`config.mk`:
```
export PLATFORM = sky130hd
export DESIGN_NAME = tmr_top
export DESIGN_NICKNAME = d
export VERILOG_FILES = /design/src/pkg/tmr_pkg.sv /design/src/tmr_channel.sv /design/src/tmr_top.sv
export SDC_FILE = /design/constraint.sdc
export NUM_CORES = 1
export LEC_CHECK = 0
export ABC_AREA = 1
export CELL_PAD_IN_SITES_DETAIL_PLACEMENT = 1
export CELL_PAD_IN_SITES_GLOBAL_PLACEMENT = 1
export CORE_MARGIN = 2
export CORE_UTILIZATION = 40
export DETAILED_ROUTE_END_ITERATION = 16
export DONT_BUFFER_PORTS = 1
export GPL_ROUTABILITY_DRIVEN = 0
export MAX_ROUTING_LAYER = met4
export PLACE_DENSITY = 0.68
export SYNTH_ARGS = -nofsm -noshare
export SYNTH_HDL_FRONTEND = slang
export SYNTH_SLANG_ARGS = --single-unit
```
`constraint.sdc`:
```
create_clock -name clk_in -period 2.9 [get_ports clk_in]
set_input_delay 0.29 -clock clk_in [delete_from_list [all_inputs] [get_ports clk_in]]
set_output_delay 0.29 -clock clk_in [all_outputs]
set_load 0.03 [all_outputs]
```
`src/pkg/tmr_pkg.sv`:
```
// Shared constants and types for the three-channel prescaled timer.
// Assumes a 32-bit byte address bus; registers are word aligned.
package tmr_pkg;

    // Data width of every timer register
    localparam int DW = 16;

    // Register byte addresses
    localparam logic [31:0] ADR_PRESC    = 32'hffffe900;
    localparam logic [31:0] ADR_RSVD     = 32'hffffe904;
    localparam logic [31:0] ADR_C0_CNT   = 32'hffffe910;
    localparam logic [31:0] ADR_C0_MATCH = 32'hffffe914;
    localparam logic [31:0] ADR_C0_PW    = 32'hffffe918;
    localparam logic [31:0] ADR_C0_CTL   = 32'hffffe91c;
    localparam logic [31:0] ADR_C1_CNT   = 32'hffffe920;
    localparam logic [31:0] ADR_C1_MATCH = 32'hffffe924;
    localparam logic [31:0] ADR_C1_CTL   = 32'hffffe92c;
    localparam logic [31:0] ADR_C2_CNT   = 32'hffffe930;
    localparam logic [31:0] ADR_C2_MATCH = 32'hffffe934;
    localparam logic [31:0] ADR_C2_CTL   = 32'hffffe93c;

    // Reset values
    localparam logic [15:0] RST_PRESC = 16'h0000;
    localparam logic [15:0] RST_CNT   = 16'h0000;
    localparam logic [15:0] RST_MATCH = 16'hffff;
    localparam logic [15:0] RST_PW    = 16'h0000;
    localparam logic [15:0] RST_CTL   = 16'h0000;

    // Control bits that software may store; reserved 8:4 drop out
    localparam logic [15:0] CTL_WR_MASK = 16'hfe0f;

    // Control register layout, bit 15 first
    typedef struct packed {
        logic       lock;                // Control write lock
        logic       value_write_lock;    // Count and match write lock
        logic       ack_by_match_write;  // 1: hold output until match write
        logic       route_out;           // Drive output onto shared_io_pin
        logic       gate_pin_enable;     // Honour gate pin
        logic       bus_watchdog_enable; // Clear count on bus cycle start
        logic       run_control;         // 0 counts, 1 stops
        logic [4:0] rsvd;                // Reads as zero
        logic [3:0] psel;                // Prescaler tap
    } tmr_ctl_s;

    // Terminal-count output state
    typedef enum logic [1:0] {
        TC_HIGH = 2'b01,
        TC_LOW  = 2'b10
    } tmr_tc_e;

endpackage

```
`src/tmr_channel.sv`:
```
// One timer channel: 16-bit count, match detect, gate and bus clear.
// Assumes tick and gate level arrive already in the clk_in domain.
module tmr_channel (
    input  wire logic             clk_in,
    input  wire logic             rst_n_in,
    input  wire logic             tick_in,      // Selected prescaler tap
    input  wire logic             gate_n_in,    // Synchronised gate level
    input  wire logic             bus_start_in, // Start of external bus cycle
    input  wire tmr_pkg::tmr_ctl_s ctl_in,      // Channel control fields
    input  wire logic [15:0]      match_in,     // Match value
    input  wire logic             cnt_wr_in,    // Software count write
    input  wire logic [15:0]      wr_data_in,   // Count write data
    output logic      [15:0]      count_out,    // Present count
    output logic                  hit_out       // Count equals match on tick
);

    // Advance qualifier and next count
    logic        advance;    // Tick taken this cycle
    logic        gated;      // Gate pin holds the count
    logic        wr_ok;      // Count write accepted
    logic [15:0] next_count; // Next count value

    // Next count: write, then bus clear, then advance
    always_comb begin
        // Gate pin only matters when enabled
        gated = ctl_in.gate_pin_enable && gate_n_in;
        // Stop bit set means no counting
        advance = tick_in && !ctl_in.run_control && !gated;
        wr_ok = cnt_wr_in && !ctl_in.value_write_lock;
        hit_out = advance && (count_out == match_in);
        next_count = count_out;
        if (wr_ok) begin
            // Software value wins over counting
            next_count = wr_data_in;
        end else if (ctl_in.bus_watchdog_enable && bus_start_in) begin
            // Restart timeout window on every bus cycle
            next_count = tmr_pkg::RST_CNT;
        end else if (hit_out) begin
            // Restart from zero on match
            next_count = tmr_pkg::RST_CNT;
        end else if (advance) begin
            next_count = count_out + 16'h0001;
        end
    end

    // Count register
    always_ff @(posedge clk_in or negedge rst_n_in) begin
        if (!rst_n_in) begin
            count_out <= tmr_pkg::RST_CNT;
        end else begin
            count_out <= next_count;
        end
    end

endmodule

```
`src/tmr_top.sv`:
```
// Three-channel prescaled timer: register file, shared prescaler,
// gate pin synchronisers, terminal-count outputs and channel 0 pulse width.
// Assumes a single-cycle strobe bus master on clk_in (25 MHz) and
// asynchronous gate pins; bus_start_in comes from logic on clk_in.
//
// Chosen here: the plain strobed port.

// Contract
// - Prescaler free-runs from zero, wraps
// - Count resets zero, advances per tick
// - Enabled high gate holds count
// - Value lock blocks count and match writes
// - Match resets count, asserts terminal count
// - Ack mode holds output until match write
// - Auto mode releases after one clock
// - Channel 0 pulse width register, reset zero
// - Pulse width N releases after N+1 clocks
// - Match equals width minus one gives half duty; here match of twice width plus one does, and width minus one never rises
// - Control bit layout fixed
// - Control lock ignores later control writes
// - Select picks one of sixteen taps
// - Select n divides by two to n
// - Enable bit zero counts, one stops
// - Bus timeout clears count each bus cycle
// - Pin shows match one clock later
module tmr_top (
    input  wire logic        clk_in,               // System clock
    input  wire logic        rst_n_in,             // Asynchronous reset
    input  wire logic [31:0] addr_in,              // Byte address
    input  wire logic [31:0] wr_data_in,           // Write data
    input  wire logic        wr_in,                // Write strobe
    input  wire logic        rd_in,                // Read strobe
    input  wire logic [2:0]  gate_n_in,            // Gate pins, active low
    input  wire logic        bus_start_in,         // External bus cycle start
    output logic      [31:0] rd_data_out,          // Read data, next cycle
    output logic      [2:0]  terminal_count_n_out, // Output pins, active low
    output logic      [2:0]  tc_drive_en_out       // Pin drive enables
);

    // Channel count
    localparam int NCH = 3;

    // Address decode results
    logic          sel_presc;      // Prescaler
    logic          sel_rsvd;       // Internal pulse countdown
    logic          sel_pw;         // Channel 0 pulse width
    logic [NCH-1:0] sel_cnt;       // Channel counts
    logic [NCH-1:0] sel_match;     // Channel match values
    logic [NCH-1:0] sel_ctl;       // Channel controls

    // Decode on word index only; low two address bits are ignored so a
    // big-endian offset of two lands on the same register
    always_comb begin
        sel_presc    = addr_in[31:2] == tmr_pkg::ADR_PRESC[31:2];
        sel_rsvd     = addr_in[31:2] == tmr_pkg::ADR_RSVD[31:2];
        sel_pw       = addr_in[31:2] == tmr_pkg::ADR_C0_PW[31:2];
        sel_cnt[0]   = addr_in[31:2] == tmr_pkg::ADR_C0_CNT[31:2];
        sel_cnt[1]   = addr_in[31:2] == tmr_pkg::ADR_C1_CNT[31:2];
        sel_cnt[2]   = addr_in[31:2] == tmr_pkg::ADR_C2_CNT[31:2];
        sel_match[0] = addr_in[31:2] == tmr_pkg::ADR_C0_MATCH[31:2];
        sel_match[1] = addr_in[31:2] == tmr_pkg::ADR_C1_MATCH[31:2];
        sel_match[2] = addr_in[31:2] == tmr_pkg::ADR_C2_MATCH[31:2];
        sel_ctl[0]   = addr_in[31:2] == tmr_pkg::ADR_C0_CTL[31:2];
        sel_ctl[1]   = addr_in[31:2] == tmr_pkg::ADR_C1_CTL[31:2];
        sel_ctl[2]   = addr_in[31:2] == tmr_pkg::ADR_C2_CTL[31:2];
    end

    // Low half of the write data is all that any register holds
    logic [15:0] wdata;
    assign wdata = wr_data_in[15:0];


    // Shared prescaler

    logic [15:0] prescaler_counter;      // Free-running count
    logic [15:0] next_prescaler_counter; // Next count

    // Counts every clock and wraps; a write simply reloads it
    always_comb begin
        if (wr_in && sel_presc) begin
            next_prescaler_counter = wdata;
        end else begin
            next_prescaler_counter = prescaler_counter + 16'h0001;
        end
    end

    // Prescaler register
    always_ff @(posedge clk_in or negedge rst_n_in) begin
        if (!rst_n_in) begin
            prescaler_counter <= tmr_pkg::RST_PRESC;
        end else begin
            prescaler_counter <= next_prescaler_counter;
        end
    end


    // Software registers

    tmr_pkg::tmr_ctl_s control [NCH];      // Per-channel control
    tmr_pkg::tmr_ctl_s next_control [NCH]; // Next control
    logic [15:0] match_value [NCH];        // Per-channel match value
    logic [15:0] next_match_value [NCH];   // Next match value
    logic [15:0] pulse_width;              // Channel 0 pulse width
    logic [15:0] next_pulse_width;         // Next pulse width
    logic [NCH-1:0] match_wr;              // Accepted match writes

    // Next register values from bus writes
    always_comb begin
        next_pulse_width = pulse_width;
        if (wr_in && sel_pw) begin
            next_pulse_width = wdata;
        end
        for (int i = 0; i < NCH; i++) begin
            next_control[i] = control[i];
            next_match_value[i] = match_value[i];
            // Lock blocks match writes as it does count writes
            match_wr[i] = wr_in && sel_match[i] && !control[i].value_write_lock;
            if (match_wr[i]) begin
                next_match_value[i] = wdata;
            end
            // Once locked, control cannot be changed until reset
            if (wr_in && sel_ctl[i] && !control[i].lock) begin
                // Reserved bits never stored, read back zero
                next_control[i] = tmr_pkg::tmr_ctl_s'(wdata & tmr_pkg::CTL_WR_MASK);
            end
        end
    end

    // Register file flops
    always_ff @(posedge clk_in or negedge rst_n_in) begin
        if (!rst_n_in) begin
            pulse_width <= tmr_pkg::RST_PW;
            for (int i = 0; i < NCH; i++) begin
                control[i] <= tmr_pkg::tmr_ctl_s'(tmr_pkg::RST_CTL);
                match_value[i] <= tmr_pkg::RST_MATCH;
            end
        end else begin
            pulse_width <= next_pulse_width;
            for (int i = 0; i < NCH; i++) begin
                control[i] <= next_control[i];
                match_value[i] <= next_match_value[i];
            end
        end
    end


    // Gate pin synchronisers

    logic [NCH-1:0] gate_s1;        // First stage, read by stage two only
    logic [NCH-1:0] gate_s2;        // Second stage
    logic [NCH-1:0] gate_s3;        // Third stage
    logic [NCH-1:0] gate_lvl;       // Accepted gate level
    logic [NCH-1:0] next_gate_lvl;  // Next accepted level

    // Level changes only once stages two and three agree, so a
    // metastable settle cannot produce a one-cycle glitch
    always_comb begin
        for (int i = 0; i < NCH; i++) begin
            next_gate_lvl[i] = (gate_s2[i] == gate_s3[i]) ? gate_s3[i] : gate_lvl[i];
        end
    end

    // Synchroniser flops; reset to high, the holding level
    always_ff @(posedge clk_in or negedge rst_n_in) begin
        if (!rst_n_in) begin
            gate_s1  <= 3'h7;
            gate_s2  <= 3'h7;
            gate_s3  <= 3'h7;
            gate_lvl <= 3'h7;
        end else begin
            gate_s1  <= gate_n_in;
            gate_s2  <= gate_s1;
            gate_s3  <= gate_s2;
            gate_lvl <= next_gate_lvl;
        end
    end


    // Tap selection and channels

    logic [NCH-1:0] tick;        // Selected tap fires
    logic [15:0]    tap_mask;    // Low bits that must be all ones
    logic [15:0]    count [NCH]; // Channel counts
    logic [NCH-1:0] hit;         // Match reached on a tick

    // Tap n fires once every 2**n clocks: when the low n prescaler
    // bits are all ones; n = 0 gives an empty mask, every clock
    always_comb begin
        tap_mask = 16'h0000;
        for (int i = 0; i < NCH; i++) begin
            tap_mask = 16'((17'h00001 << control[i].psel) - 17'h00001);
            tick[i] = (prescaler_counter & tap_mask) == tap_mask;
        end
    end

    // One counting channel per timer
    for (genvar g = 0; g < NCH; g++) begin : g_ch
        tmr_channel u_ch (
            .clk_in       (clk_in),
            .rst_n_in     (rst_n_in),
            .tick_in      (tick[g]),
            .gate_n_in    (gate_lvl[g]),
            .bus_start_in (bus_start_in),
            .ctl_in       (control[g]),
            .match_in     (match_value[g]),
            .cnt_wr_in    (wr_in && sel_cnt[g]),
            .wr_data_in   (wdata),
            .count_out    (count[g]),
            .hit_out      (hit[g])
        );
    end


    // Terminal-count state

    tmr_pkg::tmr_tc_e tc_st [NCH];      // Output state per channel
    tmr_pkg::tmr_tc_e next_tc_st [NCH]; // Next output state
    logic [15:0] pw_left;               // Channel 0 ticks still low
    logic [15:0] next_pw_left;          // Next countdown
    logic [NCH-1:0] next_tc_n;          // Next pin level

    // Output drops on a hit; release depends on mode. A hit in the same
    // cycle as an acknowledging write keeps the output low.
    always_comb begin
        next_pw_left = pw_left;
        for (int i = 0; i < NCH; i++) begin
            next_tc_st[i] = tc_st[i];
            unique case (tc_st[i])
                tmr_pkg::TC_HIGH: begin
                    if (hit[i]) begin
                        next_tc_st[i] = tmr_pkg::TC_LOW;
                    end
                end
                tmr_pkg::TC_LOW: begin
                    if (control[i].ack_by_match_write) begin
                        // Only a match write releases, set wins
                        if (match_wr[i] && !hit[i]) begin
                            next_tc_st[i] = tmr_pkg::TC_HIGH;
                        end
                    end else if (i == 0) begin
                        // Countdown expired and no fresh hit
                        if (!hit[i] && pw_left == 16'h0000) begin
                            next_tc_st[i] = tmr_pkg::TC_HIGH;
                        end
                    end else if (!hit[i]) begin
                        next_tc_st[i] = tmr_pkg::TC_HIGH;
                    end
                end
                default: begin
                    // Illegal code recovers to released
                    next_tc_st[i] = tmr_pkg::TC_HIGH;
                end
            endcase
            next_tc_n[i] = next_tc_st[i] != tmr_pkg::TC_LOW;
        end
        // Load width on hit; a width past the match period reloads before
        // expiry, so the output never rises
        if (hit[0]) begin
            next_pw_left = pulse_width;
        end else if (tc_st[0] == tmr_pkg::TC_LOW && tick[0] && pw_left != 16'h0000) begin
            next_pw_left = pw_left - 16'h0001;
        end
    end

    // State and pin flops; pin takes the same next value as the state
    // so it trails the match cycle by exactly one clock
    always_ff @(posedge clk_in or negedge rst_n_in) begin
        if (!rst_n_in) begin
            pw_left <= 16'h0000;
            terminal_count_n_out <= 3'h7;
            tc_drive_en_out <= 3'h0;
            for (int i = 0; i < NCH; i++) begin
                tc_st[i] <= tmr_pkg::TC_HIGH;
            end
        end else begin
            pw_left <= next_pw_left;
            terminal_count_n_out <= next_tc_n;
            for (int i = 0; i < NCH; i++) begin
                tc_st[i] <= next_tc_st[i];
                tc_drive_en_out[i] <= next_control[i].route_out;
            end
        end
    end


    // Read path

    logic [15:0] rd_val;       // Selected register
    logic [31:0] next_rd_data; // Next bus read data

    // Mux selected register; unmapped words read zero. The reserved
    // word shows the pulse countdown, for debug only.
    always_comb begin
        rd_val = 16'h0000;
        if (sel_presc) begin
            rd_val = prescaler_counter;
        end else if (sel_rsvd) begin
            rd_val = pw_left;
        end else if (sel_pw) begin
            rd_val = pulse_width;
        end
        for (int i = 0; i < NCH; i++) begin
            if (sel_cnt[i]) begin
                rd_val = count[i];
            end
            if (sel_match[i]) begin
                rd_val = match_value[i];
            end
            if (sel_ctl[i]) begin
                rd_val = 16'(control[i]);
            end
        end
        // Data stands only in the cycle after the strobe
        next_rd_data = rd_in ? {16'h0000, rd_val} : 32'h00000000;
    end

    // Read data flop
    always_ff @(posedge clk_in or negedge rst_n_in) begin
        if (!rst_n_in) begin
            rd_data_out <= 32'h00000000;
        end else begin
            rd_data_out <= next_rd_data;
        end
    end

endmodule

```
== Word-level counts from Yosys, hierarchy flattened ==
Index checks and enable logic that the tools add are counted.

* $add $sub $neg: 8
* Equal/unequal tests: 30
* Shifts and indexed selects: 3
* Mux-type cells: 46
* Bitwise gates (word level): 3
* Reduce and logical (&&, ||, !) cells: 62

{| class="wikitable"
|+ Operators by type and width
! kind !! count
|-
| $mux 16 || 28
|-
| $eq 30x30->1 const B || 12
|-
| $eq 16x16->1 || 6
|-
| $add 16x1->16 const B || 4
|-
| $sub 16x1->16 const B || 4
|-
| $and 16x16->16 || 3
|-
| $shl 1x4->16 const A || 3
|-
| $logic_and 1x1->1 || 41
|-
| $mux 13 || 3
|-
| $mux 2 || 12
|-
| $logic_not 16->1 || 1
|-
| $reduce_bool 16->1 || 1
|-
| $logic_not 1->1 || 15
|-
| $pmux 2 s2 || 3
|-
| $reduce_bool 4->1 || 3
|-
| $eq 2x1->1 const B || 3
|-
| $eq 2x2->1 const B || 3
|-
| $ne 2x2->1 const B || 3
|-
| $eq 1x1->1 || 3
|-
| $reduce_bool 2->1 || 1
|}

* Bits in registers: 217
* Bits of input ports: 72
* Output and inout bits: 38
* Word-level logic and storage cells: 197

== Logic depth before layout (Yosys ltp) ==
Gate-level depths: netlist of run 1.

* Depth after elaboration: 14
* Mapped depth: 19
* Gate-level depth less buffers: 19

== Hierarchy ==
A second synthesis of run 1 with hierarchy kept.

* Cells, all modules: 2163
* Area, all modules: 14482.6 µm²

{| class="wikitable"
|+ By module, submodules not included
! module !! instances !! cells an instance !! area an instance (µm²) !! sequential area each (µm²)
|-
| tmr_top || 1 || 1359 || 9816.9 || 4236.6
|-
| tmr_channel || 3 || 268 || 1555.2 || 400.4
|}

== Worst setup path after synthesis of run 1 ==
OpenSTA, ideal clock, no wires.

* Path type: register -> register
* From: register control[3] (netlist name)
* To: register g_ch[2].u_ch.count_out[12]
* Setup time: 118 ps
* Arrival: 2234 ps
* Required time: 2782 ps
* Path slack: 548 ps
* Cell stages (with the launch flop): 12
* Path buffers: 1
* Clock period less this slack: 2352 ps
* Cell sequence: dfrtp_1 nor2_1 nand2_1 ha_1 o21ai_0 a221oi_1 o2111ai_1 nor3b_2 nand4_2 buf_2 a21oi_1 nor2_1

* Longest elaborated chain between the ends: 10
* Elaborated cells between the ends (all ways): 11
* Those cells by class: add/sub: 1; eq/ne: 1; shift: 1; mux: 3; bitwise: 1; reduce/logical: 4

{| class="wikitable"
|+ RTL lines
! element !! RTL line !! source
|-
| start: declaration || tmr_top.sv:99 || <nowiki>tmr_pkg::tmr_ctl_s control [NCH];</nowiki>
|-
| start signal: indexed assignment || tmr_top.sv:134 || <nowiki>control[i] <= tmr_pkg::tmr_ctl_s'(tmr_pkg::RST_CTL);</nowiki>
|-
| start signal: indexed assignment || tmr_top.sv:140 || <nowiki>control[i] <= next_control[i];</nowiki>
|-
| $shl 1x4->16 * || tmr_top.sv:191 || <nowiki>tap_mask = 16'((17'h00001 << control[i].psel) - 17'h00001);</nowiki>
|-
| $sub 16x1->16 * || tmr_top.sv:191 ||
|-
| $and 16x16->16 || tmr_top.sv:192 || <nowiki>tick[i] = (prescaler_counter & tap_mask) == tap_mask;</nowiki>
|-
| $eq 16x16->1 * || tmr_top.sv:192 ||
|-
| $logic_and 1x1->1 * (2 in series) || tmr_channel.sv:28 || <nowiki>advance = tick_in && !ctl_in.run_control && !gated;</nowiki>
|-
| $logic_and 1x1->1 || tmr_channel.sv:30 || <nowiki>hit_out = advance && (count_out == match_in);</nowiki>
|-
| $mux 16 || tmr_channel.sv:38 || <nowiki>end else if (hit_out) begin</nowiki>
|-
| $mux 16 || tmr_channel.sv:35 || <nowiki>end else if (ctl_in.bus_watchdog_enable && bus_start_in) begin</nowiki>
|-
| $mux 16 || tmr_channel.sv:32 || <nowiki>if (wr_ok) begin</nowiki>
|-
| end signal: assignment || tmr_channel.sv:49 || <nowiki>count_out <= tmr_pkg::RST_CNT;</nowiki>
|-
| end signal: assignment || tmr_channel.sv:51 || <nowiki>count_out <= next_count;</nowiki>
|-
| end: declaration || tmr_channel.sv:13 || <nowiki>output logic [15:0] count_out,</nowiki>
|}

Mark *: on every way between the ends. The rest lies on a longest branch, timed or not.
A chain may end at the register's enable or synchronous reset.

== Worst setup path in the final report of run 1 ==
* From: register control[34] (netlist name)
* To: register pw_left[0]

* Longest elaborated chain between the ends: 8
* Elaborated cells between the ends (all ways): 11
* Those cells by class: add/sub: 1; eq/ne: 1; shift: 1; mux: 1; bitwise: 1; reduce/logical: 6

{| class="wikitable"
|+ RTL lines
! element !! RTL line !! source
|-
| $shl 1x4->16 * || tmr_top.sv:191 ||
|-
| $sub 16x1->16 * || tmr_top.sv:191 ||
|-
| $and 16x16->16 || tmr_top.sv:192 ||
|-
| $eq 16x16->1 * || tmr_top.sv:192 ||
|-
| $logic_and 1x1->1 (2 in series) || tmr_channel.sv:28 ||
|-
| $logic_and 1x1->1 || tmr_channel.sv:30 ||
|-
| $mux 16 / $reduce_bool 2->1 (equally long branches) || - ||
|-
| end signal: assignment || tmr_top.sv:276 || <nowiki>pw_left <= next_pw_left;</nowiki>
|-
| end: declaration || tmr_top.sv:218 || <nowiki>logic [15:0] pw_left;</nowiki>
|}

Marked as above.

==> results of run 1 <==
[worst max path at each step]
stage / startpoint / end / slack, ns / depth (start not counted)
final: control[34]$_DFFE_PN0P_ / pw_left[0]$_DFFE_PN0P_ / 0.18 / 15
after global routing: control[1]$_DFFE_PN0P_ / g_ch[2].u_ch.count_out[10]$_DFFE_PN0P_ / -0.002 / 13
after CTS: control[2]$_DFFE_PN0P_ / g_ch[2].u_ch.count_out[14]$_DFFE_PN0P_ / 0.04 / 12
after detailed placement: control[3]$_DFFE_PN0P_ / g_ch[2].u_ch.count_out[14]$_DFFE_PN0P_ / 0.04 / 12
after global placement: control[34]$_DFFE_PN0P_ / pw_left[1]$_DFFE_PN0P_ / 0.16 / 16
after floorplan: control[3]$_DFFE_PN0P_ / g_ch[2].u_ch.count_out[12]$_DFFE_PN0P_ / 0.55 / 11
[cell usage after synthesis (15+ instances only)]
| cell | n | share of area [%] |
|---|---|---|
| sky130_fd_sc_hd__o211ai_1 | 15 | 0.81 |
| sky130_fd_sc_hd__o21ai_0 | 200 | 7.2 |
| sky130_fd_sc_hd__dfrtp_1 | 148 | 27 |
| sky130_fd_sc_hd__nand4_1 | 43 | 1.9 |
| sky130_fd_sc_hd__nor3_1 | 27 | 0.98 |
| sky130_fd_sc_hd__xor2_1 | 54 | 3.4 |
| sky130_fd_sc_hd__clkbuf_1 | 46 | 1.2 |
| sky130_fd_sc_hd__o21a_1 | 18 | 0.98 |
| sky130_fd_sc_hd__buf_4 | 23 | 1.2 |
| sky130_fd_sc_hd__inv_1 | 203 | 5.5 |
| sky130_fd_sc_hd__buf_2 | 19 | 0.69 |
| sky130_fd_sc_hd__o21ai_1 | 15 | 0.54 |
| sky130_fd_sc_hd__dfstp_2 | 66 | 13 |
| sky130_fd_sc_hd__nand2_1 | 451 | 12 |
| sky130_fd_sc_hd__nor2_1 | 179 | 4.9 |
| sky130_fd_sc_hd__nand3_1 | 106 | 3.8 |
| sky130_fd_sc_hd__a21oi_1 | 108 | 3.9 |
| sky130_fd_sc_hd__nand3b_1 | 15 | 0.81 |
[state kept, by name (all words and copies together) (netlist names)]
signal and count:
pw_left 16, match_value 48, rd_data_out 16, g_ch.u_ch.count_out 48, terminal_count_n_out 3, pulse_width 16, prescaler_counter 16, gate_s1 3
control 31, gate_s3 3, tc_drive_en_out 2, gate_s2 3, tc_st 6, gate_lvl 3
[layer usage]
metal	wire, µm	part of all wire (%)	track usage (%)
met2	24500	47	48.2
met3	2590	4.9	3.60
met1	23300	44	39.2
met4	2080	4.0	10.6
met5	0	0	-
[timing repair]
item | 4_1_cts | 5_1_grt
setup buffers | 0 | 15
hold endpoints to repair | 244 | 214
endpoints found under the setup margin | 0 | 44
gates resized for setup | 0 | 20
[through the flow]
step / setup WS (ns) / cell area, µm²
6_report: 0.179 / 15700
5_1_grt: -0.00244 / 15700
4_1_cts: 0.0379 / 15500
3_5_place_dp: 0.0438 / 14400
3_3_place_gp: 0.164 / 14400
2_1_floorplan: 0.548 / 13900
[power groups by stage]
stage	Clock (mW)	Combinational (mW)	Sequential, mW
4_1_cts	3.70	0.181	3.02
6_report	3.63	0.183	3.02
2_1_floorplan	0	0.103	3.06
3_3_place_gp	0	0.157	3.07
5_1_grt	3.80	0.191	3.02
3_5_place_dp	0	0.158	3.07
[layout make-up]
type / count / area share, %
clock buffers: 45 / 5.77
multi-input cells: 1393 / 45.8
well taps: 455 / 3.63
repair buffers: 80 / 4.33
flip-flops and latches: 214 / 34.7
inverters: 220 / 5.36
clock inverters: 6 / 0.447
[kinds of logic after synthesis]
logic type	synth area share, %
AO/OA/AOI/OAI	16.6
XOR/XNOR	4.11
adder cells (fa/ha/maj)	1.48
buffers and inverters	9.54
flip-flops	39.3
other	0.0271
AND/OR/NAND/NOR	28.9
==> summary by stage, run 1 <==
Logic synthesis
The yosys synthesis warning count is 0. The share of synthesized registers carrying an async set or reset is 100%. After synthesis the netlist holds a flip-flop and latch count of 214. In this run, synthesis inferred 0 flip-flops with an integrated enable. For this run, the register share of the synthesized area comes to roughly 39%.

In this run the cell area of the synthesized design comes to roughly 14000 µm². The dominant synthesized flop cell is sky130_fd_sc_hd__dfrtp_1. The gate count after technology mapping is 1905. The synthesized netlist contains between 50 and 60 unique library cells. The average size of a mapped cell is 7.26 µm².

Timing
The post-route minimum period is approximately 2.7 ns. The total negative setup slack is 0 ns. Setup violations remaining at the end of the flow were counted as 0.

The hold violation count in the final report is 206. The clock skew is 0.0285 ns. Across all hold checks on the routed design, the worst slack comes to -0.564 ns. The period utilization is between 90 and 100%. The final count of pins violating max slew came to 0. Measured against its own limit, the worst slew margin works out to 37.3%. Static timing analysis puts the maximum clock frequency at 368 MHz.

For the pin with the worst max-slew slack, the measured transition is ~0.94 ns.

Critical path
At the worst endpoint, the required time is 3.34 ns. On the worst path, the slowest cell contributes a delay of around 0.44 ns. The number of buffers and inverters on the critical path is 3.

The critical path in this run is classified as reg2reg. For this design, the slowest cell found on the critical path is sky130_fd_sc_hd__dfrtp_1. Traced cell by cell, the critical path runs through inv_1, nand2_1, inv_1, nand3_1, ha_1, inv_2, nor2_1, o211ai_1, nand2_1, nor2_4, nand2_2, o21ai_2, nand2_1, o21ai_1, nand2_1.

The worst setup path is captured at a register. At the worst endpoint, the arrival time is 3.16 ns. The worst register-to-register path has a depth of 15. The worst setup path is launched from a register. The family of cells with the greatest summed delay on the critical path is simple AND/OR/NAND/NOR gates. The endpoint identified for the worst register-to-register timing path is pw_left[0]$_DFFE_PN0P_. Of all nets on the critical path, the largest fanout is 8. The most common cell type on the critical path is sky130_fd_sc_hd__nand2_1. The slack of the worst reg-to-reg path is about 0.18 ns.

The startpoint of the lowest-slack register-to-register path is control[34]$_DFFE_PN0P_.

Power
The leakage power is 7.10 nW. In this run, the clock network consumes roughly 53% of the power. The maximum resistive drop on vdd is 433 µV. The switching portion of total power is roughly 23%. The internal power of the cells is 5.25 mW. The net switching power is between 1.5 and 2 mW.

In this run, flip-flops and latches consume 44.2% of the power. The total chip power is 6.84 mW. The power density of the placed cells is 436 nW/µm². The combinational share of power is 2.7%.

Drt
In the final routed layout, each cell accounts on average for 21.7 µm. The first detailed-routing pass ran for 5 iterations. The total routed wirelength is 52400 µm. The post-detailed-route DRC marker count is 0. For this block, the initial DRC count from the detailed router was 931. After detailed routing, the number of vias per cell comes to ~5.6. The count of nets left with antenna violations once routing finished came out at 0. For this block, the via count after detailed routing is 13400.

CTS
The clock network latency to the later pin of the worst-skew pair is ~0.58 ns. CTS built an H-tree with a depth of 1. The number of buffers inserted by hold repair at cts is 15.

The number of CTS-inserted buffers is 28. The library cell used as clock root buffer is sky130_fd_sc_hd__clkbuf_16. After clock tree synthesis, the clock-pin slew on the worst setup and hold paths is approximately 0.06 ns. The number of clock sinks is around 210. The maximum clock insertion buffer count is 3.

The TritonCTS clock tree is built.

Layout
In the layout the commonest cells are sky130_fd_sc_hd__nand2_1, sky130_fd_sc_hd__inv_1, sky130_fd_sc_hd__o21ai_0. For this run, the number of standard cells in the final layout without fillers is 2413. The ratio of cells with drive above 1 in the final layout is 14.4%. Leaving out fill and tap cells, the most frequent cell in the layout is sky130_fd_sc_hd__nand2_1. The final core area utilization is 45.7%. The area taken by flip-flops and latches is 5440 µm². The area taken by multi-input logic gates is 7180 µm². The count of inserted antenna diode cells is 0. At the end of the flow, the number of nets in the layout was 2023. The filler cell count in the final layout is between 4000 and 5000.

From synthesis to final layout, the design area changed by 13.4%.

Worst hold path
The type of the most critical hold path is in2async.

Floorplan
The initial utilization of the core area, before any placement, comes to 40.4%. After floorplanning, the core was sized to cover 34300 µm². The overall die area is 36100 µm². The I/O pin total is 110. In this run the vertical extent of the chip is 190 µm. Row generation in the floorplan step produced 68 rows. The width of the chip is 190 µm.

Place
The detailed placement HPWL is 37400 µm. Port buffering added 0 buffers. The number of placed instances, taps included, is 2332.

Outcome
The checks that failed: hold timing. The run finished, with violations left.

Global routing
The initial antenna violation count came to 1. The global-route usage over all layers is 30.0%. The total overflow reported by the global router is 0. Entering global routing, the biggest net connects 215 pins. The via count of the first global-routing pass is 13500.

The first global-routing pass estimated approximately 80000 µm of wire.

Run
The total of max-cap violations is 0.
Power figures use the tool's default switching activity.
==> run 2, diff against run 1 <==
Settings changed: CORE_UTILIZATION 40 to 47, CTS_CLUSTER_SIZE from default to 16, PLACE_DENSITY 0.68 to 0.8, SYNTH_HIERARCHICAL from default to 1.
==> summary by stage, run 2 <==
Logic synthesis
By instance count, the leading cell after synthesis is sky130_fd_sc_hd__nand2_1. The share of synthesized registers carrying an async set or reset was 100% (unchanged). The sequential share of the synthesized area is 37.5% (-1.8 points). For this run, the leading register cell type out of synthesis is sky130_fd_sc_hd__dfrtp_1. Ranked by instance count, the synthesized netlist is headed by sky130_fd_sc_hd__nand2_1, sky130_fd_sc_hd__inv_1, sky130_fd_sc_hd__nor2_1, sky130_fd_sc_hd__o21ai_0, sky130_fd_sc_hd__a21oi_1.

The count of distinct cell types in the synthesized netlist came to 51 (-12%). The area share of the leading cell type in the synthesized netlist was 25.6% (-1.2 points). The gate count after technology mapping was 2163 (+14%). The summed instance area of the synthesized netlist is 14500 µm² (+4.7%). The average size of a mapped cell is 6.70 µm² (-7.8%). The register bit total from synthesis is 214 (unchanged). The number of enable-type register cells in the synthesized netlist came to 0 (unchanged). The cell accounting for the most synthesized area is sky130_fd_sc_hd__dfrtp_1. The yosys synthesis warning count was 6 (+6). By area the synthesized netlist is led by sky130_fd_sc_hd__dfrtp_1, sky130_fd_sc_hd__nand2_1, sky130_fd_sc_hd__dfstp_2.

Floorplan
The row count is 64 (-5.9%). The width of the chip is 180 µm (-5.5%). The I/O pin total was 110 (unchanged). The initial cell density of the core was 47.6% (+7.2 points). The overall die area is 32200 µm² (-11%). The placeable core region was 30400 µm² (-11%). The vertical die dimension is 180 µm (-5.5%).

Power
The leakage power came to 8.42 nW (+19%). The maximum resistive drop on vdd is 396 µV (-8.5%). The power density of the placed cells is 396 nW/µm² (-9.2%). The total chip power was 6.87 mW (+0.43%).

Critical path
Among the stages of the critical path, the cell type that occurs most often is sky130_fd_sc_hd__nor2_2. The kind of critical path is reg2reg. The type of element launching the critical path is a register.

The data required time of the worst path came to 3.31 ns (-0.03 ns). Traced cell by cell, the critical path runs through nor2_4, inv_2, nor2_4, inv_2, ha_4, o22ai_4, nor4_2, nand4_1, nor2_2, nand3_4, nor2_2, nand2_1, nor2_2, nand3_2, inv_4, buf_12, buf_12, inv_8, buf_6, nand3_2, o211ai_1. The slowest stage of the critical path belongs to the cell sky130_fd_sc_hd__dfrtp_1. The arrival time of data at the critical path endpoint is 3.46 ns (+0.30 ns).

On the critical path the largest part of the delay comes from simple AND/OR/NAND/NOR gates. The type of destination of the critical path is a register. The startpoint identified for the worst register-to-register timing path is control[34]$_DFFE_PN0P_.

The stage delay of the slowest cell on the critical path is 0.41 ns (-0.03 ns). The most critical setup path has its startpoint at control[34]$_DFFE_PN0P_. The number of buffers and inverters on the critical path is 7 (+4). The biggest fanout along the worst timing path came to 5 (-3).

Global routing
The pin count of the biggest net entering global routing is 215 (unchanged). The via count of the first global-routing pass is 16100 (+19%). The initial antenna violation count was 1 (unchanged). The total overflow reported by the global router was 0 (unchanged).

The global-route usage over all layers is 37.1% (+7.1 points). The wire length of the first global-routing pass was 91700 µm (+14%).

Drt
The detailed-router iteration count before antenna repair is 5 (unchanged). The starting DRC count in detailed routing is 1235 (+33%). The average routed wire per standard cell is 22.7 µm (+4.5%).

The count of vias placed by the detailed router is 15600 (+17%). The total routed wirelength is 60500 µm (+15%). The number of antenna-violating nets in the routed design was 0 (unchanged). The via density per instance is 5.88 (+5.7%). The post-detailed-route DRC marker count is 0 (unchanged).

Timing
The number of failing setup endpoints in the final timing report was 43 (+43). The remaining max-slew budget at the tightest pin is 42.6% (+5.3 points). The clock skew is 0.0136 ns (-0.0148 ns). The upper clock frequency limit is 327 MHz (-11%). The pin slew with the least headroom to its limit is 0.860 ns (-0.0787 ns).

The final count of pins violating max slew is 0 (unchanged). The hold violation count in the final report is 214 (+3.9%). The worst hold slack came to -0.567 ns (-0.00284 ns). The period utilization came to 105% (+12 points). The post-route minimum period is 3.06 ns (+0.336 ns).

The least setup slack across all paths after layout came to -0.156 ns (-0.336 ns). Setup repair after global routing could not meet its margin everywhere.

Run
The total of max-cap violations is 0 (unchanged).

Layout
Leaving out fill and tap cells, the most frequent cell in the layout is sky130_fd_sc_hd__nand2_1. The cell area after layout is 17400 µm² (+11%). The layout net count is 2331 (+15%). Leaving out fill and tap cells, the most frequent cells in the layout are sky130_fd_sc_hd__nand2_1, sky130_fd_sc_hd__inv_1, sky130_fd_sc_hd__nor2_1.

The ratio of cells with drive above 1 in the final layout is 18.9% (+4.5 points). The area added between synthesis and finish is 19.8%. The largest registers in the layout are g_ch.u_ch/count_out (48), match_value (48), control (31).

Outcome
The run finished, with violations left. The checks that failed: hold timing, setup timing.

CTS
TritonCTS built the clock tree. The clock input transition at the sequential cells of the worst setup and hold paths is 0.06 ns (about the same). The number of CTS-inserted buffers is 27 (-3.6%). The number of clock sinks is 214 (unchanged). The library cell used as clock root buffer is sky130_fd_sc_hd__clkbuf_16. The clock network latency to the later pin of the worst-skew pair came to 0.55 ns (-0.03 ns). The maximum clock insertion buffer count came to 3 (unchanged). The H-tree level count is 1 (unchanged). The number of buffers inserted by hold repair at cts is 20 (+5).

Place
The quantity of I/O buffers inserted on ports is 0 (unchanged). The placed standard-cell area came to 15100 µm² (+5.2%). The detailed placement HPWL was 40600 µm (+8.7%).

Worst hold path
The type of the most critical hold path is in2async.
-- run 2: per-stage QoR --
stage          hold WS (ns)  TNS [ns]  setup slack [ns]  util [%]  instances
2_1_floorplan      -0.00559         0           0.00208         -       2178
3_3_place_gp        0.00619     -4.33            -0.301      49.7       2558
3_5_place_dp        0.00515    -11.61            -0.533      49.7       2558
4_1_cts              -0.569    -0.525            -0.123      55.3       2651
5_1_grt              -0.581    -10.67            -0.341      57.0       2662
6_report             -0.567     -2.92            -0.156      57.0       2662
-- run 2: layout make-up --
cell class / count / area [µm²]
clock inverters: 8 / 140
diodes: 1 / 2.50
repair buffers: 120 / 1140
inverters: 308 / 1200
repair inverters: 3 / 28.8
fillers: 3971 / 13100
flip-flops and latches: 214 / 5440
multi-input cells: 1571 / 8090
well taps: 396 / 495
clock buffers: 41 / 818
-- run 2: kinds of logic after synthesis --
group | after synthesis | synth area share, %
other | 1 | 0.0259
XOR/XNOR | 30 | 1.81
flip-flops | 214 | 37.5
AND/OR/NAND/NOR | 1051 | 31.0
AO/OA/AOI/OAI | 456 | 16.6
adder cells (fa/ha/maj) | 17 | 1.42
buffers and inverters | 394 | 11.5
-- run 2: worst reg2reg max path, delay by kind of cell, from the launching register on --
kind / cells / cell delay [ns]
AO/OA/AOI/OAI: 2 / 0.17
adder cells (fa/ha/maj): 1 / 0.27
buffers and inverters: 7 / 0.68
flip-flops: 1 / 0.41
AND/OR/NAND/NOR: 11 / 1.40
-- run 2: what timing repair did --
action	4_1_cts	5_1_grt
setup buffers	21	10
endpoints found under the setup margin	57	68
endpoints found under the hold margin	273	214
pin swaps	59	50
resized for setup	106	105
gates cloned	5	3
-- run 2: layer usage --
layer / share of wire (%) / GRT usage, % / up-vias / routed length [µm]
li1: - / - / 7081 / -
met1: 40 / 44.8 / 7777 / 24100
met2: 49 / 61.8 / 595 / 29300
met3: 6.2 / 5.17 / 192 / 3780
met4: 5.4 / 16.5 / 0 / 3260
met5: 0 / - / - / 0
-- run 2: where the power goes --
group | leakage (nW) | internal [mW] | switching [mW]
Combinational | 5.27 | 0.0342 | 0.142
Sequential | 2.67 | 3.01 | 0.00828
Clock | 0.476 | 2.28 | 1.39
-- run 2: worst paths after layout --
| kind | depth (start not counted) | endpoint | slack [ns] |
|---|---|---|---|
| max | 21 | pw_left[5]$_DFFE_PN0P_ | -0.16 |
| min | 0 | pw_left[5]$_DFFE_PN0P_ | -0.57 |
| max reg2reg | 21 | pw_left[5]$_DFFE_PN0P_ | -0.16 |
| min reg2reg | 0 | gate_s2[2]$_DFF_PN1_ | 0.36 |
| max in group asynchronous | 0 | control[16]$_DFFE_PN0P_ | 2.94 |
| min in group clk_in | 2 | g_ch[2].u_ch/count_out[14]$_DFFE_PN0P_ | 0.02 |
==> run 3, diff against run 2 <==
Settings changed: PLACE_DENSITY 0.8 to 0.84, SLEW_MARGIN from default to 30.
==> summary by stage, run 3 (synthesized netlist as in run 2, its figures left out) <==
Power
The internal power of the cells is 5.18 mW (-2.8%). The switching portion of total power was 23.7% (+1.3 points). The net switching power is 1.61 mW (+4.6%). The fraction of power consumed by sequential logic is 44.5% (+0.5 points). The leakage power is 8.34 nW (-1.0%). The maximum resistive drop on vdd came to 513 µV (+30%). The part of the power in the clock network was 52.9% (-0.6 points). The total chip power is 6.79 mW (-1.1%).

The combinational share of power is 2.7% (about the same). The power density of the placed cells came to 398 nW/µm² (+0.49%).

Floorplan
The overall die area is 32200 µm² (unchanged). The width of the chip is 180 µm (unchanged). The vertical die dimension is 180 µm (unchanged). The row count is 64 (unchanged). The placeable core region is 30400 µm² (unchanged). The initial cell density of the core is 47.6% (unchanged). The I/O pin total was 110 (unchanged).

Global routing
The global routing stage identified its most utilized layer as met2. The global-route track usage on met2 is 60.0% (-1.8 points). The via count of the first global-routing pass came to 16300 (+1.2%).

The global-route usage over all layers is 37.1% (+0.040 points). The total overflow reported by the global router is 0 (unchanged). The initial antenna violation count is 4 (+3). The met1 layer usage reported by global route came to 44.6% (-0.25 points). The wire length of the first global-routing pass is 91800 µm (+0.14%). The pin count of the biggest net entering global routing is 215 (unchanged). The met3 capacity usage during global routing is 6.02% (+0.85 points).

Layout
In the layout the commonest cells are sky130_fd_sc_hd__nand2_1, sky130_fd_sc_hd__inv_1, sky130_fd_sc_hd__nor2_1. The ratio of cells with drive above 1 in the final layout is 17.1% (-1.8 points). The area added between synthesis and finish is 17.9%. The leading cell type in the layout, fill and taps excluded is sky130_fd_sc_hd__nand2_1. The area taken by multi-input logic gates was 7900 µm² (-2.4%). In the final layout, the registers with the most flip-flops are g_ch.u_ch/count_out (48), match_value (48), control (31).

The area taken by flip-flops and latches is 5440 µm² (about the same). The layout net count came to 2329 (-0.086%). The final non-filler cell total is 2666 (+0.15%). The filler cell count in the final layout is 3967 (-0.10%).

Drt
The via density per instance was 5.90 (+0.46%). The detailed-router iteration count before antenna repair is 5 (unchanged). The post-detailed-route DRC marker count came to 0 (unchanged).

The number of antenna-violating nets in the routed design came to 0 (unchanged). The starting DRC count in detailed routing is 1295 (+4.9%). The total routed wirelength is 60000 µm (-0.80%).

The average routed wire per standard cell is 22.5 µm (-0.95%). The count of vias placed by the detailed router came to 15700 (+0.61%).

Timing
The number of failing setup endpoints in the final timing report is 23 (-47%). The remaining max-slew budget at the tightest pin was 39.0% (-3.6 points). The worst hold slack came to -0.560 ns (+0.00644 ns). The post-route minimum period came to 3.03 ns (-0.0306 ns).

The least setup slack across all paths after layout is -0.126 ns (+0.0305 ns). The clock skew is 0.0303 ns (+0.0166 ns). The upper clock frequency limit was 331 MHz (+1.0%). The pin slew with the least headroom to its limit was 0.914 ns (+0.0540 ns). The period utilization came to 104% (-1.1 points). Setup repair after global routing could not meet its margin everywhere. The hold violation count in the final report was 214 (unchanged).

The final count of pins violating max slew is 0 (unchanged).

CTS
CTS placed an instance of sky130_fd_sc_hd__clkbuf_16 at the clock tree root. The clock network latency to the later pin of the worst-skew pair came to 0.57 ns (+0.02 ns). The number of buffers inserted by hold repair at cts is 20 (unchanged). The number of CTS-inserted buffers was 27 (unchanged).

The number of clock sinks was 214 (unchanged). The maximum clock insertion buffer count is 3 (unchanged). The clock input transition at the sequential cells of the worst setup and hold paths came to 0.06 ns (about the same). The H-tree level count came to 1 (unchanged). TritonCTS built the clock tree.

Critical path
The worst setup path is captured at a register. The type of element launching the critical path is a register. The arrival time of data at the critical path endpoint was 3.49 ns (+0.03 ns). The slack of the worst reg-to-reg path was -0.13 ns (+0.03 ns). The data required time of the worst path came to 3.36 ns (+0.05 ns). The biggest fanout along the worst timing path is 9 (+4). The setup path with the least slack is of type reg2reg.

The most critical setup path has its startpoint at control[34]$_DFFE_PN0P_. The startpoint of the lowest-slack register-to-register path is control[34]$_DFFE_PN0P_.

Place
The detailed placement HPWL is 40500 µm (-0.29%). The quantity of I/O buffers inserted on ports is 0 (unchanged). The count of placed standard cells including taps is 2556 (-0.078%).

Run
The total of max-cap violations is 0 (unchanged).

Outcome
The flow ran to the end, but the final reports show violations. The final reports fail on hold timing, setup timing.

Worst hold path
The worst hold path belongs to the class in2async.
[run 3: power by group through the flow]
stage                     Combinational (mW)  Clock (mW)  Sequential (mW)
after floorplan                       0.0881           0             3.06
after global placement                 0.118           0             3.07
after detailed placement               0.121           0             3.07
after CTS                              0.173        3.60             3.02
after global routing                   0.185        3.70             3.02
final                                  0.183        3.59             3.02
[run 3: repair_timing]
item | 4_1_cts | 5_1_grt
pin swaps | 58 | 40
setup endpoints to repair | 71 | 70
gates resized for setup | 106 | 46
gates cloned | 2 | 1
endpoints found under the hold margin | 277 | 214
setup buffers | 20 | 13
[run 3: cell type report]
class                           count  share of cell area, %
Sequential cell                   214                   31.9
Inverter                          308                   6.93
Clock buffer                       37                   4.53
Antenna cell                        6                 0.0880
Multi-Input combinational cell   1570                   46.3
Clock inverter                     13                  0.924
Timing Repair Buffer              122                   6.49
Tap cell                          396                   2.90
[run 3: final timing paths]
check	end	cells after the start
max in group asynchronous	match_value[12]$_DFFE_PN1P_	0
max	pw_left[6]$_DFFE_PN0P_	19
max reg2reg	pw_left[6]$_DFFE_PN0P_	19
min	pulse_width[3]$_DFFE_PN0P_	0
min reg2reg	gate_s2[1]$_DFF_PN1_	0
min in group clk_in	rd_data_out[13]$_DFF_PN0_	4
[run 3: worst max-delay path, cell delays in order, from the launching register on]
cell and delay [ns]:
sky130_fd_sc_hd__dfrtp_1 0.42, sky130_fd_sc_hd__buf_6 0.15, sky130_fd_sc_hd__buf_4 0.13, sky130_fd_sc_hd__nand2_1 0.15, sky130_fd_sc_hd__nor2_1 0.07, sky130_fd_sc_hd__a211oi_1 0.32, sky130_fd_sc_hd__o311ai_1 0.19, sky130_fd_sc_hd__nor2_2 0.16
sky130_fd_sc_hd__nand3_2 0.14, sky130_fd_sc_hd__nor2_2 0.13, sky130_fd_sc_hd__nand2_1 0.07, sky130_fd_sc_hd__nor2_2 0.10, sky130_fd_sc_hd__nand3_2 0.11, sky130_fd_sc_hd__inv_4 0.13, sky130_fd_sc_hd__buf_12 0.13, sky130_fd_sc_hd__inv_16 0.05
sky130_fd_sc_hd__nand2_8 0.11, sky130_fd_sc_hd__buf_12 0.14, sky130_fd_sc_hd__o211ai_1 0.08, sky130_fd_sc_hd__o21ai_1 0.10
[run 3: per-stage QoR]
stage	utilization, %	setup slack [ns]	cell area (µm²)	hold slack, ns	setup TNS (ns)
2_1_floorplan	-	0.00208	14600	-0.00559	0
3_3_place_gp	49.6	-0.295	15100	0.00778	-2.59
3_5_place_dp	49.6	-0.497	15100	0.00719	-10.90
4_1_cts	55.0	-0.145	16700	-0.573	-1.04
5_1_grt	56.1	-0.299	17100	-0.570	-6.37
6_report	56.1	-0.126	17100	-0.560	-1.65
[run 3: per-layer routing]
metal | wire length [µm] | vias to the layer above
li1 | - | 7089
met1 | 24000 | 7781
met2 | 28300 | 647
met3 | 3960 | 224
met5 | 0 | -
met4 | 3770 | 0
